[config.mk]
export PLATFORM = sky130hd
export DESIGN_NAME = gpw_top
export DESIGN_NICKNAME = d
export VERILOG_FILES = /design/src/verilog/gpw_pkg.sv /design/src/verilog/gpw_sync.sv /design/src/verilog/gpw_port.sv /design/src/verilog/gpw_top.sv
export SDC_FILE = /design/constraint.sdc
export NUM_CORES = 1
export LEC_CHECK = 0
export ABC_AREA = 1
export BUFFER_PORTS_ARGS = -buffer_cell sky130_fd_sc_hd__buf_2
export CAP_MARGIN = 15
export CORE_UTILIZATION = 25
export CTS_CLUSTER_SIZE = 28
export DETAILED_ROUTE_END_ITERATION = 8
export SLEW_MARGIN = 10
export SYNTH_ARGS = -nofsm -noshare
export SYNTH_HDL_FRONTEND = slang
export SYNTH_SLANG_ARGS = --single-unit
export TNS_END_PERCENT = 50
[constraint.sdc]
create_clock -name mclk -period 4.1 [get_ports mclk]
set_input_delay 0.82 -clock mclk [delete_from_list [all_inputs] [get_ports mclk]]
set_output_delay 0.82 -clock mclk [all_outputs]
set_load 0.01 [all_outputs]
[src/verilog/gpw_pkg.sv]
// Purpose: Shared constants for the two general-purpose ports and pin-change wake.
// Assumes: Core instruction clock mclk at 100 MHz; one instruction per clock.
// Notes:   Register offsets are file-register addresses seen by the core.
package gpw_pkg;
  // Clock period in nanoseconds.
  localparam int CLK_PERIOD_NS = 10;
  // File-register addresses of the status and both port registers.
  localparam logic [4:0] ADDR_STATUS = 5'h03;
  localparam logic [4:0] ADDR_NARROW = 5'h05;
  localparam logic [4:0] ADDR_WIDE   = 5'h06;
  // Selectors carried by the direction-load instruction.
  localparam logic [2:0] SEL_NARROW_DIR = 3'h5;
  localparam logic [2:0] SEL_WIDE_DIR   = 3'h6;
  localparam logic [2:0] SEL_OPTION     = 3'h7;
  // Port widths.
  localparam int NARROW_W = 4;
  localparam int WIDE_W   = 8;
  // Status flag bit positions.
  localparam int STAT_WAKE_FLAG  = 7;
  localparam int STAT_TIMEOUT    = 4;
  localparam int STAT_POWER_DOWN = 3;
  // Option register layout and power-on value.
  localparam int          OPT_W      = 6;
  localparam int          OPT_WAKE_DIS = 5;
  localparam logic [5:0]  OPT_RESET  = 6'h3f;
  // Direction register reset value (all inputs).
  localparam logic [7:0]  DIR_RESET  = 8'hff;
  // Output latch power-on value.
  localparam logic [7:0]  LATCH_RESET = 8'h00;
  // Monitored low wake pins and the slow-ramp pin index.
  localparam int WAKE_LOW_N = 4;
  localparam int RAMP_PIN   = 7;
  // Slow-ramp pin must stay high this long before it counts as a wake.
  localparam int RAMP_FILT_NS = 50;
  localparam int RAMP_FILT_CYC = (RAMP_FILT_NS + CLK_PERIOD_NS - 1) / CLK_PERIOD_NS;
  // Sleep controller states, one-hot.
  typedef enum logic [2:0] {
    ST_RUN   = 3'h1,
    ST_SLEEP = 3'h2,
    ST_WAKE  = 3'h4
  } gpw_state_t;
endpackage

[src/verilog/gpw_sync.sv]
// Purpose: Two-stage synchroniser for a bus of independent pin levels.
// Assumes: Each bit is an unrelated level; no bus coherency is promised.
// Notes:   Only the second stage is visible outside.
`timescale 1ns/10ps
module gpw_sync #(
  parameter int W = 8
) (
  input  wire logic         mclk,
  input  wire logic         rst_n,
  input  wire logic [W-1:0] async_in,
  output logic      [W-1:0] sync_out
);
  // First stage, read only by the second stage.
  logic [W-1:0] meta_r;
  logic [W-1:0] meta_nxt;
  // Second stage, the safe copy.
  logic [W-1:0] sync_r;
  logic [W-1:0] sync_nxt;

  // Next values simply shift the pin sample along.
  always_comb begin
    meta_nxt = async_in;
    sync_nxt = meta_r;
  end

  // Both stages clear to zero under reset.
  always_ff @(posedge mclk or negedge rst_n) begin
    if (!rst_n) begin
      meta_r <= '0;
      sync_r <= '0;
    end else begin
      meta_r <= meta_nxt;
      sync_r <= sync_nxt;
    end
  end

  assign sync_out = sync_r;
endmodule

[src/verilog/gpw_port.sv]
// Purpose: One I/O port: output latches, direction bits and pad drive.
// Assumes: Writes arrive as single-cycle strobes from the core.
// Notes:   Direction bits return to input on every device reset.
`timescale 1ns/10ps
module gpw_port #(
  parameter int W = 8
) (
  input  wire logic         mclk,
  input  wire logic         rst_n,
  input  wire logic         dev_reset,
  input  wire logic         latch_wr,
  input  wire logic [W-1:0] latch_data,
  input  wire logic         dir_ld,
  input  wire logic [W-1:0] dir_data,
  output logic      [W-1:0] dir,
  output logic      [W-1:0] pad_out,
  output logic      [W-1:0] pad_oe
);
  // Output data latches.
  logic [W-1:0] latch_r;
  logic [W-1:0] latch_nxt;
  // Direction bits, one means input.
  logic [W-1:0] dir_r;
  logic [W-1:0] dir_nxt;

  // Latches hold until rewritten; direction loads take the whole word.
  always_comb begin
    latch_nxt = latch_r;
    if (latch_wr) begin
      latch_nxt = latch_data;
    end
    dir_nxt = dir_r;
    if (dev_reset) begin
      dir_nxt = gpw_pkg::DIR_RESET[W-1:0];
    end else if (dir_ld) begin
      dir_nxt = dir_data;
    end
  end

  // Registers; latches keep their content over non-power-on resets.
  always_ff @(posedge mclk or negedge rst_n) begin
    if (!rst_n) begin
      latch_r <= gpw_pkg::LATCH_RESET[W-1:0];
      dir_r   <= gpw_pkg::DIR_RESET[W-1:0];
    end else begin
      latch_r <= latch_nxt;
      dir_r   <= dir_nxt;
    end
  end

  assign pad_oe  = ~dir_r;
  assign pad_out = latch_r;
  assign dir     = dir_r;
endmodule

[src/verilog/gpw_top.sv]
// What this block does
// - Port reads return pin levels, not latches
// - Every reset sets all direction bits
// - Narrow port: four bits, upper read zero
// - Wide port: eight bits, latch and direction
// - Sleep entry captures four low wake pins
// - Monitored change in sleep resets device
// - Pin-change wake clears the wake flag
// - Top wide pin wakes on slow rise
// - Option bit switches pin-change wake
// - Only input pins can cause wake
// - Direction load copies word; one means input
// - Inputs unlatched; output latches hold value
// - Each pin individually input or output
// - Bit set/clear rewrite all latches
// - Writes end cycle, reads sample start
// - Three flags encode last reset cause
// - Six-bit write-only option via direction load
// - Sleep sets wake flag, bit seven
//
// Purpose: Two I/O ports with status flags and pin-change wake from sleep.
// Assumes: rst_n is the power-on reset; other resets come in as dev_reset_req.
// Notes:   Read data appears one clock after the read strobe.
`timescale 1ns/10ps
module gpw_top #(
  parameter int RAMP_FILT = gpw_pkg::RAMP_FILT_CYC
) (
  input  wire logic       mclk,
  input  wire logic       rst_n,
  input  wire logic       dev_reset_req,
  input  wire logic [4:0] reg_addr,
  input  wire logic       reg_wr,
  input  wire logic       reg_rd,
  input  wire logic [7:0] reg_wdata,
  output logic      [7:0] reg_rdata,
  input  wire logic [7:0] core_status_bits,
  input  wire logic       dir_load,
  input  wire logic [2:0] dir_sel,
  input  wire logic [7:0] work_reg,
  input  wire logic       sleep_exec,
  input  wire logic       clrwdt_exec,
  input  wire logic       wdt_timeout,
  input  wire logic [3:0] narrow_pins_in,
  output logic      [3:0] narrow_pins_out,
  output logic      [3:0] narrow_pins_oe,
  input  wire logic [7:0] wide_pins_in,
  output logic      [7:0] wide_pins_out,
  output logic      [7:0] wide_pins_oe,
  output logic      [5:0] feature_options,
  output logic            asleep,
  output logic            wake_reset
);
  // Synchronised pin levels.
  logic [3:0] narrow_sync;
  logic [7:0] wide_sync;
  // Direction words of both ports.
  logic [3:0] narrow_dir;
  logic [7:0] wide_dir;
  // Port strobes decoded from the core.
  logic       narrow_wr;
  logic       wide_wr;
  logic       narrow_dir_ld;
  logic       wide_dir_ld;
  logic       opt_ld;
  // Reset to the port direction bits from any cause.
  logic       any_reset;
  // Status flags, set at power-on.
  logic       wake_flag_r;
  logic       wake_flag_nxt;
  logic       timeout_r;
  logic       timeout_nxt;
  logic       power_down_r;
  logic       power_down_nxt;
  // Write-only option register.
  logic [5:0] opt_r;
  logic [5:0] opt_nxt;
  // Read data register.
  logic [7:0] rdata_r;
  logic [7:0] rdata_nxt;
  // Sleep controller state and captured reference levels.
  gpw_pkg::gpw_state_t state_r;
  gpw_pkg::gpw_state_t state_nxt;
  logic [3:0] ref_r;
  logic [3:0] ref_nxt;
  // Slow-ramp detector: armed once low seen, and a high-time counter.
  logic       armed_r;
  logic       armed_nxt;
  logic [7:0] ramp_cnt_r;
  logic [7:0] ramp_cnt_nxt;
  // Wake causes found this cycle.
  logic       low_change;
  logic       ramp_wake;
  logic       wake_hit;

  gpw_sync #(
    .W (gpw_pkg::NARROW_W)
  ) u_sync_narrow (
    .mclk     (mclk),
    .rst_n    (rst_n),
    .async_in (narrow_pins_in),
    .sync_out (narrow_sync)
  );

  gpw_sync #(
    .W (gpw_pkg::WIDE_W)
  ) u_sync_wide (
    .mclk     (mclk),
    .rst_n    (rst_n),
    .async_in (wide_pins_in),
    .sync_out (wide_sync)
  );

  // Decode of port writes and direction-load selectors.
  always_comb begin
    narrow_wr     = reg_wr && (reg_addr == gpw_pkg::ADDR_NARROW);
    wide_wr       = reg_wr && (reg_addr == gpw_pkg::ADDR_WIDE);
    narrow_dir_ld = dir_load && (dir_sel == gpw_pkg::SEL_NARROW_DIR);
    wide_dir_ld   = dir_load && (dir_sel == gpw_pkg::SEL_WIDE_DIR);
    opt_ld        = dir_load && (dir_sel == gpw_pkg::SEL_OPTION);
    any_reset     = dev_reset_req || wake_reset;
  end

  gpw_port #(
    .W (gpw_pkg::NARROW_W)
  ) u_port_narrow (
    .mclk       (mclk),
    .rst_n      (rst_n),
    .dev_reset  (any_reset),
    .latch_wr   (narrow_wr),
    .latch_data (reg_wdata[3:0]),
    .dir_ld     (narrow_dir_ld),
    .dir_data   (work_reg[3:0]),
    .dir        (narrow_dir),
    .pad_out    (narrow_pins_out),
    .pad_oe     (narrow_pins_oe)
  );

  gpw_port #(
    .W (gpw_pkg::WIDE_W)
  ) u_port_wide (
    .mclk       (mclk),
    .rst_n      (rst_n),
    .dev_reset  (any_reset),
    .latch_wr   (wide_wr),
    .latch_data (reg_wdata),
    .dir_ld     (wide_dir_ld),
    .dir_data   (work_reg),
    .dir        (wide_dir),
    .pad_out    (wide_pins_out),
    .pad_oe     (wide_pins_oe)
  );

  // Option register: only a power-on reset restores it.
  always_comb begin
    opt_nxt = opt_r;
    if (opt_ld) begin
      opt_nxt = work_reg[5:0];
    end
  end

  // Option register storage.
  always_ff @(posedge mclk or negedge rst_n) begin
    if (!rst_n) begin
      opt_r <= gpw_pkg::OPT_RESET;
    end else begin
      opt_r <= opt_nxt;
    end
  end

  // Register read path; the core builds read-modify-write on top of it.
  always_comb begin
    rdata_nxt = rdata_r;
    if (reg_rd) begin
      case (reg_addr)
        gpw_pkg::ADDR_NARROW: begin
          rdata_nxt = {4'h0, narrow_sync};
        end
        gpw_pkg::ADDR_WIDE: begin
          rdata_nxt = wide_sync;
        end
        // Status merges core bits with the three reset-cause flags.
        gpw_pkg::ADDR_STATUS: begin
          rdata_nxt = core_status_bits;
          rdata_nxt[gpw_pkg::STAT_WAKE_FLAG]  = wake_flag_r;
          rdata_nxt[gpw_pkg::STAT_TIMEOUT]    = timeout_r;
          rdata_nxt[gpw_pkg::STAT_POWER_DOWN] = power_down_r;
        end
        // Any other address reads as zero.
        default: begin
          rdata_nxt = 8'h00;
        end
      endcase
    end
  end

  // Read data register.
  always_ff @(posedge mclk or negedge rst_n) begin
    if (!rst_n) begin
      rdata_r <= 8'h00;
    end else begin
      rdata_r <= rdata_nxt;
    end
  end

  // Wake detection, active only while asleep with the feature enabled.
  always_comb begin
    low_change = |((wide_sync[3:0] ^ ref_r) & wide_dir[3:0]);
    ramp_wake  = armed_r && wide_dir[gpw_pkg::RAMP_PIN]
                 && (ramp_cnt_r >= 8'(RAMP_FILT));
    wake_hit   = (state_r == gpw_pkg::ST_SLEEP) && !opt_r[gpw_pkg::OPT_WAKE_DIS]
                 && (low_change || ramp_wake);
  end

  // Sleep controller next state and detector bookkeeping.
  always_comb begin
    state_nxt    = state_r;
    ref_nxt      = ref_r;
    armed_nxt    = armed_r;
    ramp_cnt_nxt = ramp_cnt_r;
    case (state_r)
      gpw_pkg::ST_RUN: begin
        if (sleep_exec && !dev_reset_req) begin
          ref_nxt      = wide_sync[3:0];
          armed_nxt    = 1'b0;
          ramp_cnt_nxt = 8'h00;
          state_nxt    = gpw_pkg::ST_SLEEP;
        end
      end
      gpw_pkg::ST_SLEEP: begin
        // The ramp pin must first be seen low, then stay high long enough.
        if (!wide_sync[gpw_pkg::RAMP_PIN]) begin
          armed_nxt    = 1'b1;
          ramp_cnt_nxt = 8'h00;
        end else if (ramp_cnt_r != 8'hff) begin
          ramp_cnt_nxt = ramp_cnt_r + 8'h01;
        end
        // Any other reset source also ends sleep.
        if (dev_reset_req) begin
          state_nxt = gpw_pkg::ST_RUN;
        end else if (wake_hit) begin
          state_nxt = gpw_pkg::ST_WAKE;
        end
      end
      gpw_pkg::ST_WAKE: begin
        // One cycle of device reset, then running again.
        state_nxt = gpw_pkg::ST_RUN;
      end
      default: begin
        state_nxt = gpw_pkg::ST_RUN;
      end
    endcase
  end

  // Sleep controller registers.
  always_ff @(posedge mclk or negedge rst_n) begin
    if (!rst_n) begin
      state_r    <= gpw_pkg::ST_RUN;
      ref_r      <= 4'h0;
      armed_r    <= 1'b0;
      ramp_cnt_r <= 8'h00;
    end else begin
      state_r    <= state_nxt;
      ref_r      <= ref_nxt;
      armed_r    <= armed_nxt;
      ramp_cnt_r <= ramp_cnt_nxt;
    end
  end

  // Reset-cause flags; later assignments take priority.
  always_comb begin
    wake_flag_nxt  = wake_flag_r;
    timeout_nxt    = timeout_r;
    power_down_nxt = power_down_r;
    // Clearing the watchdog marks normal running.
    if (clrwdt_exec) begin
      timeout_nxt    = 1'b1;
      power_down_nxt = 1'b1;
    end
    if (sleep_exec && (state_r == gpw_pkg::ST_RUN)) begin
      wake_flag_nxt  = 1'b1;
      timeout_nxt    = 1'b1;
      power_down_nxt = 1'b0;
    end
    // A timeout beats a watchdog clear in the same cycle, so the cause
    // of the reset that follows is never hidden from software.
    // timeout clears flag.
    if (wdt_timeout) begin
      timeout_nxt = 1'b0;
    end
    if (wake_hit) begin
      wake_flag_nxt = 1'b0;
    end
  end

  // Flags survive every reset except power-on, which sets all three.
  always_ff @(posedge mclk or negedge rst_n) begin
    if (!rst_n) begin
      // All three set is how software recognises a power-up.
      wake_flag_r  <= 1'b1;
      timeout_r    <= 1'b1;
      power_down_r <= 1'b1;
    end else begin
      wake_flag_r  <= wake_flag_nxt;
      timeout_r    <= timeout_nxt;
      power_down_r <= power_down_nxt;
    end
  end

  // Outputs straight from registers.
  assign reg_rdata       = rdata_r;
  assign feature_options = opt_r;
  assign asleep          = (state_r == gpw_pkg::ST_SLEEP);
  assign wake_reset      = (state_r == gpw_pkg::ST_WAKE);
endmodule

==> impl_metrics.json <==
{
  "outcome": "completed",
  "end_kind": "output pin",
  "clk_pin_slew_ns": 0.06,
  "grt_pass1_vias": 2602,
  "numPortBuffers": 89,
  "syn_avg_cell_area_sq_um": 9.41,
  "firstDrtPassIters": 5,
  "fin_crit_sh": 0.502,
  "cts_root_buf": "clkbuf_16",
  "power_density_nw_per_um2": 498,
  "cts_buffer_depth": 2,
  "tns_ns": 0,
  "leakage_nw": 2.28,
  "io_pins": 93,
  "required_ns": 3.28,
  "synth_top_area_share": 0.428,
  "rsz0062_at_grt": "false",
  "place_area_sq_um": 4100,
  "critPathMaxFanout": 7,
  "fin_nets": 519,
  "post_cts_resized": 0,
  "gr-total-overflow": 0,
  "die_y_microns": 120,
  "holdWs_ns": 0.344,
  "synth_common_cells": "nand2_1, dfrtp_1, inv_1",
  "cts_tree": "done",
  "place_hpwl_microns": 5750,
  "vias": 2670,
  "reg2reg_setup_slack_ns": 2.44,
  "whs_endpoint": "u_sync_narrow.sync_out[1]",
  "die_width_microns": 120,
  "synthesis.nets": 423,
  "die-area_sq_um": 14300,
  "globalplace.congestion": 0.755,
  "num_rows": 42,
  "synthFlopType": "dfrtp_1",
  "diodes": 0,
  "synth-seq-area-share": 0.595,
  "worst_pin_slew_ns": 1.02,
  "start_kind": "register",
  "setup_ws_ns": 2.04,
  "grt_max_degree": 82,
  "clkSinkCount": 81,
  "max-vdd-ir-drop_uv": 159,
  "maxCapViolCount": 0,
  "hp-class": "register to register",
  "initial_core_util": 0.259,
  "ys_async_sr_fraction": 1.00,
  "p_total_mw": 2.19,
  "drt_wl_total_microns": 7680,
  "via_per_inst": 4.15,
  "antenna_found_initial": 0,
  "drcViolationCount": 0,
  "ys_types": 31,
  "detail-route-antenna-nets": 0,
  "grt_first_pass_wirelength_microns": 12700,
  "finalCriticalPeriod_ns": 2.06,
  "wire_per_inst_microns": 11.9,
  "r2r_cells": 7,
  "layout-drive-gt1-share": 0.331,
  "fmaxAchievable_ghz": 0.486,
  "synth_edf_count": 0,
  "holdBufCountCts": 0,
  "finalSetupViolCount": 0,
  "postCtsSetupRepairBufs": 0,
  "hold_depth": 0,
  "core_sq_um": 13300,
  "synth_warnings": 0,
  "arrival_ns": 1.24,
  "relSlewSlack": 0.319,
  "fin_area_sq_um": 4410,
  "fillers": 1402,
  "synthCells": 367,
  "final_hold_viol_count": 0,
  "skew_ns": 0.00911,
  "dp_slack_ns": 2.07,
  "synth_most_common_cell": "nand2_1",
  "slew_violations": 0,
  "synth_area_sq_um": 3450,
  "r2r_start": "state_r[0]",
  "hp-start": "u_sync_narrow.meta_r[1]",
  "synth_area_leaders": "dfrtp_1, dfstp_2, nand2_1",
  "track_usage": 0.115,
  "crit_type": "register to output pin",
  "drt_iter0_drc": 157,
  "area_delta_synth_final_pct": 27.7,
  "r2r-end": "ramp_cnt_r[0]",
  "clkLatencyLatePin_ns": 0.34,
  "cts_buffers": 9,
  "ys_seq_elements": 81,
  "synth_top_cell_by_area": "dfrtp_1",
  "htreeDepth": 3
}
final cells by class:
cell class	count	area, sq um	share of cell area
clock buffer	12	256	0.0582
clock inverter	4	51.3	0.0116
inverter	60	225	0.0511
multi-input combinational	222	1150	0.262
sequential	81	2050	0.466
tap	176	220	0.0499
timing repair buffer	89	448	0.102
registers in the layout (all words and copies together) (netlist names):
register / cells
feature_options: 6
power_down_r: 1
state_r: 3
wake_flag_r: 1
u_sync_narrow.sync_out: 4
u_sync_narrow.meta_r: 4
u_port_narrow.pad_out: 4
u_sync_wide.meta_r: 8
armed_r: 1
u_port_narrow.dir: 4
ref_r: 4
reg_rdata: 8
u_sync_wide.sync_out: 8
timeout_r: 1
u_port_wide.pad_out: 8
ramp_cnt_r: 8
u_port_wide.dir: 8
critical path, stage by stage (launching register included):
cell and delay, ns:
dfstp_2 0.55, inv_2 0.06, nand3_4 0.12, inv_1 0.05
buf_2 0.13
worst max path at each step:
stage | end | cells after the start | startpoint
final | asleep | 4 | state_r[0]
after global routing | asleep | 4 | state_r[0]
after CTS | asleep | 4 | state_r[0]
after detailed placement | ramp_cnt_r[4] | 8 | sleep_exec
after global placement | ramp_cnt_r[0] | 8 | sleep_exec
after floorplan | u_port_wide.pad_out[6] | 6 | reg_addr[2]
cells in the final DEF, fill, tap and decap left out, types with 2 or more instances in the layout:
cell / n
a21oi_1: 3
a21oi_2: 2
buf_2: 88
clkbuf_16: 9
clkbuf_8: 2
dfrtp_1: 59
dfstp_2: 22
ha_1: 3
inv_1: 55
inv_2: 5
mux2_2: 6
nand2_1: 89
nand2_4: 2
nand3_1: 21
nand3_2: 4
nand3_4: 2
nand4_1: 3
nor2_1: 24
nor2_2: 2
nor2_4: 2
nor3_1: 2
o21ai_0: 33
o21ai_1: 15
cells by family (layout without fill, tap and decap cells):
kind of cell / after synthesis / count (layout) / synth area share
buf+inv: 64 / 165 / 0.0710
xor+xnor: 1 / 1 / 0.00254
fa+ha+maj: 3 / 3 / 0.0109
compound gates: 58 / 58 / 0.0924
mux: 6 / 6 / 0.0196
flops: 81 / 81 / 0.595
simple gates: 154 / 154 / 0.209
power breakdown:
part	total [mW]	leakage (nW)	internal, mW	switching [mW]
Sequential	1.01	0.978	0.939	0.0729
Combinational	0.368	1.15	0.146	0.222
Clock	0.815	0.149	0.505	0.310
Total	2.19	2.28	1.59	0.605
through the flow:
stage                      util  std cells
final                     0.330        644
after global routing      0.330        644
after CTS                 0.330        644
after detailed placement  0.307        628
after global placement    0.307        628
after floorplan               -        367
routing by layer:
layer | part of all wire | routed length (microns) | global-route usage | vias to the layer above
met5 | 0 | 0 | 0 | -
met4 | 0.019 | 144 | 0.0570 | 0
met3 | 0.044 | 336 | 0.0276 | 10
met2 | 0.46 | 3570 | 0.171 | 66
met1 | 0.47 | 3630 | 0.155 | 1238
li1 | - | - | - | 1356
(Power assumes the default switching activity.)
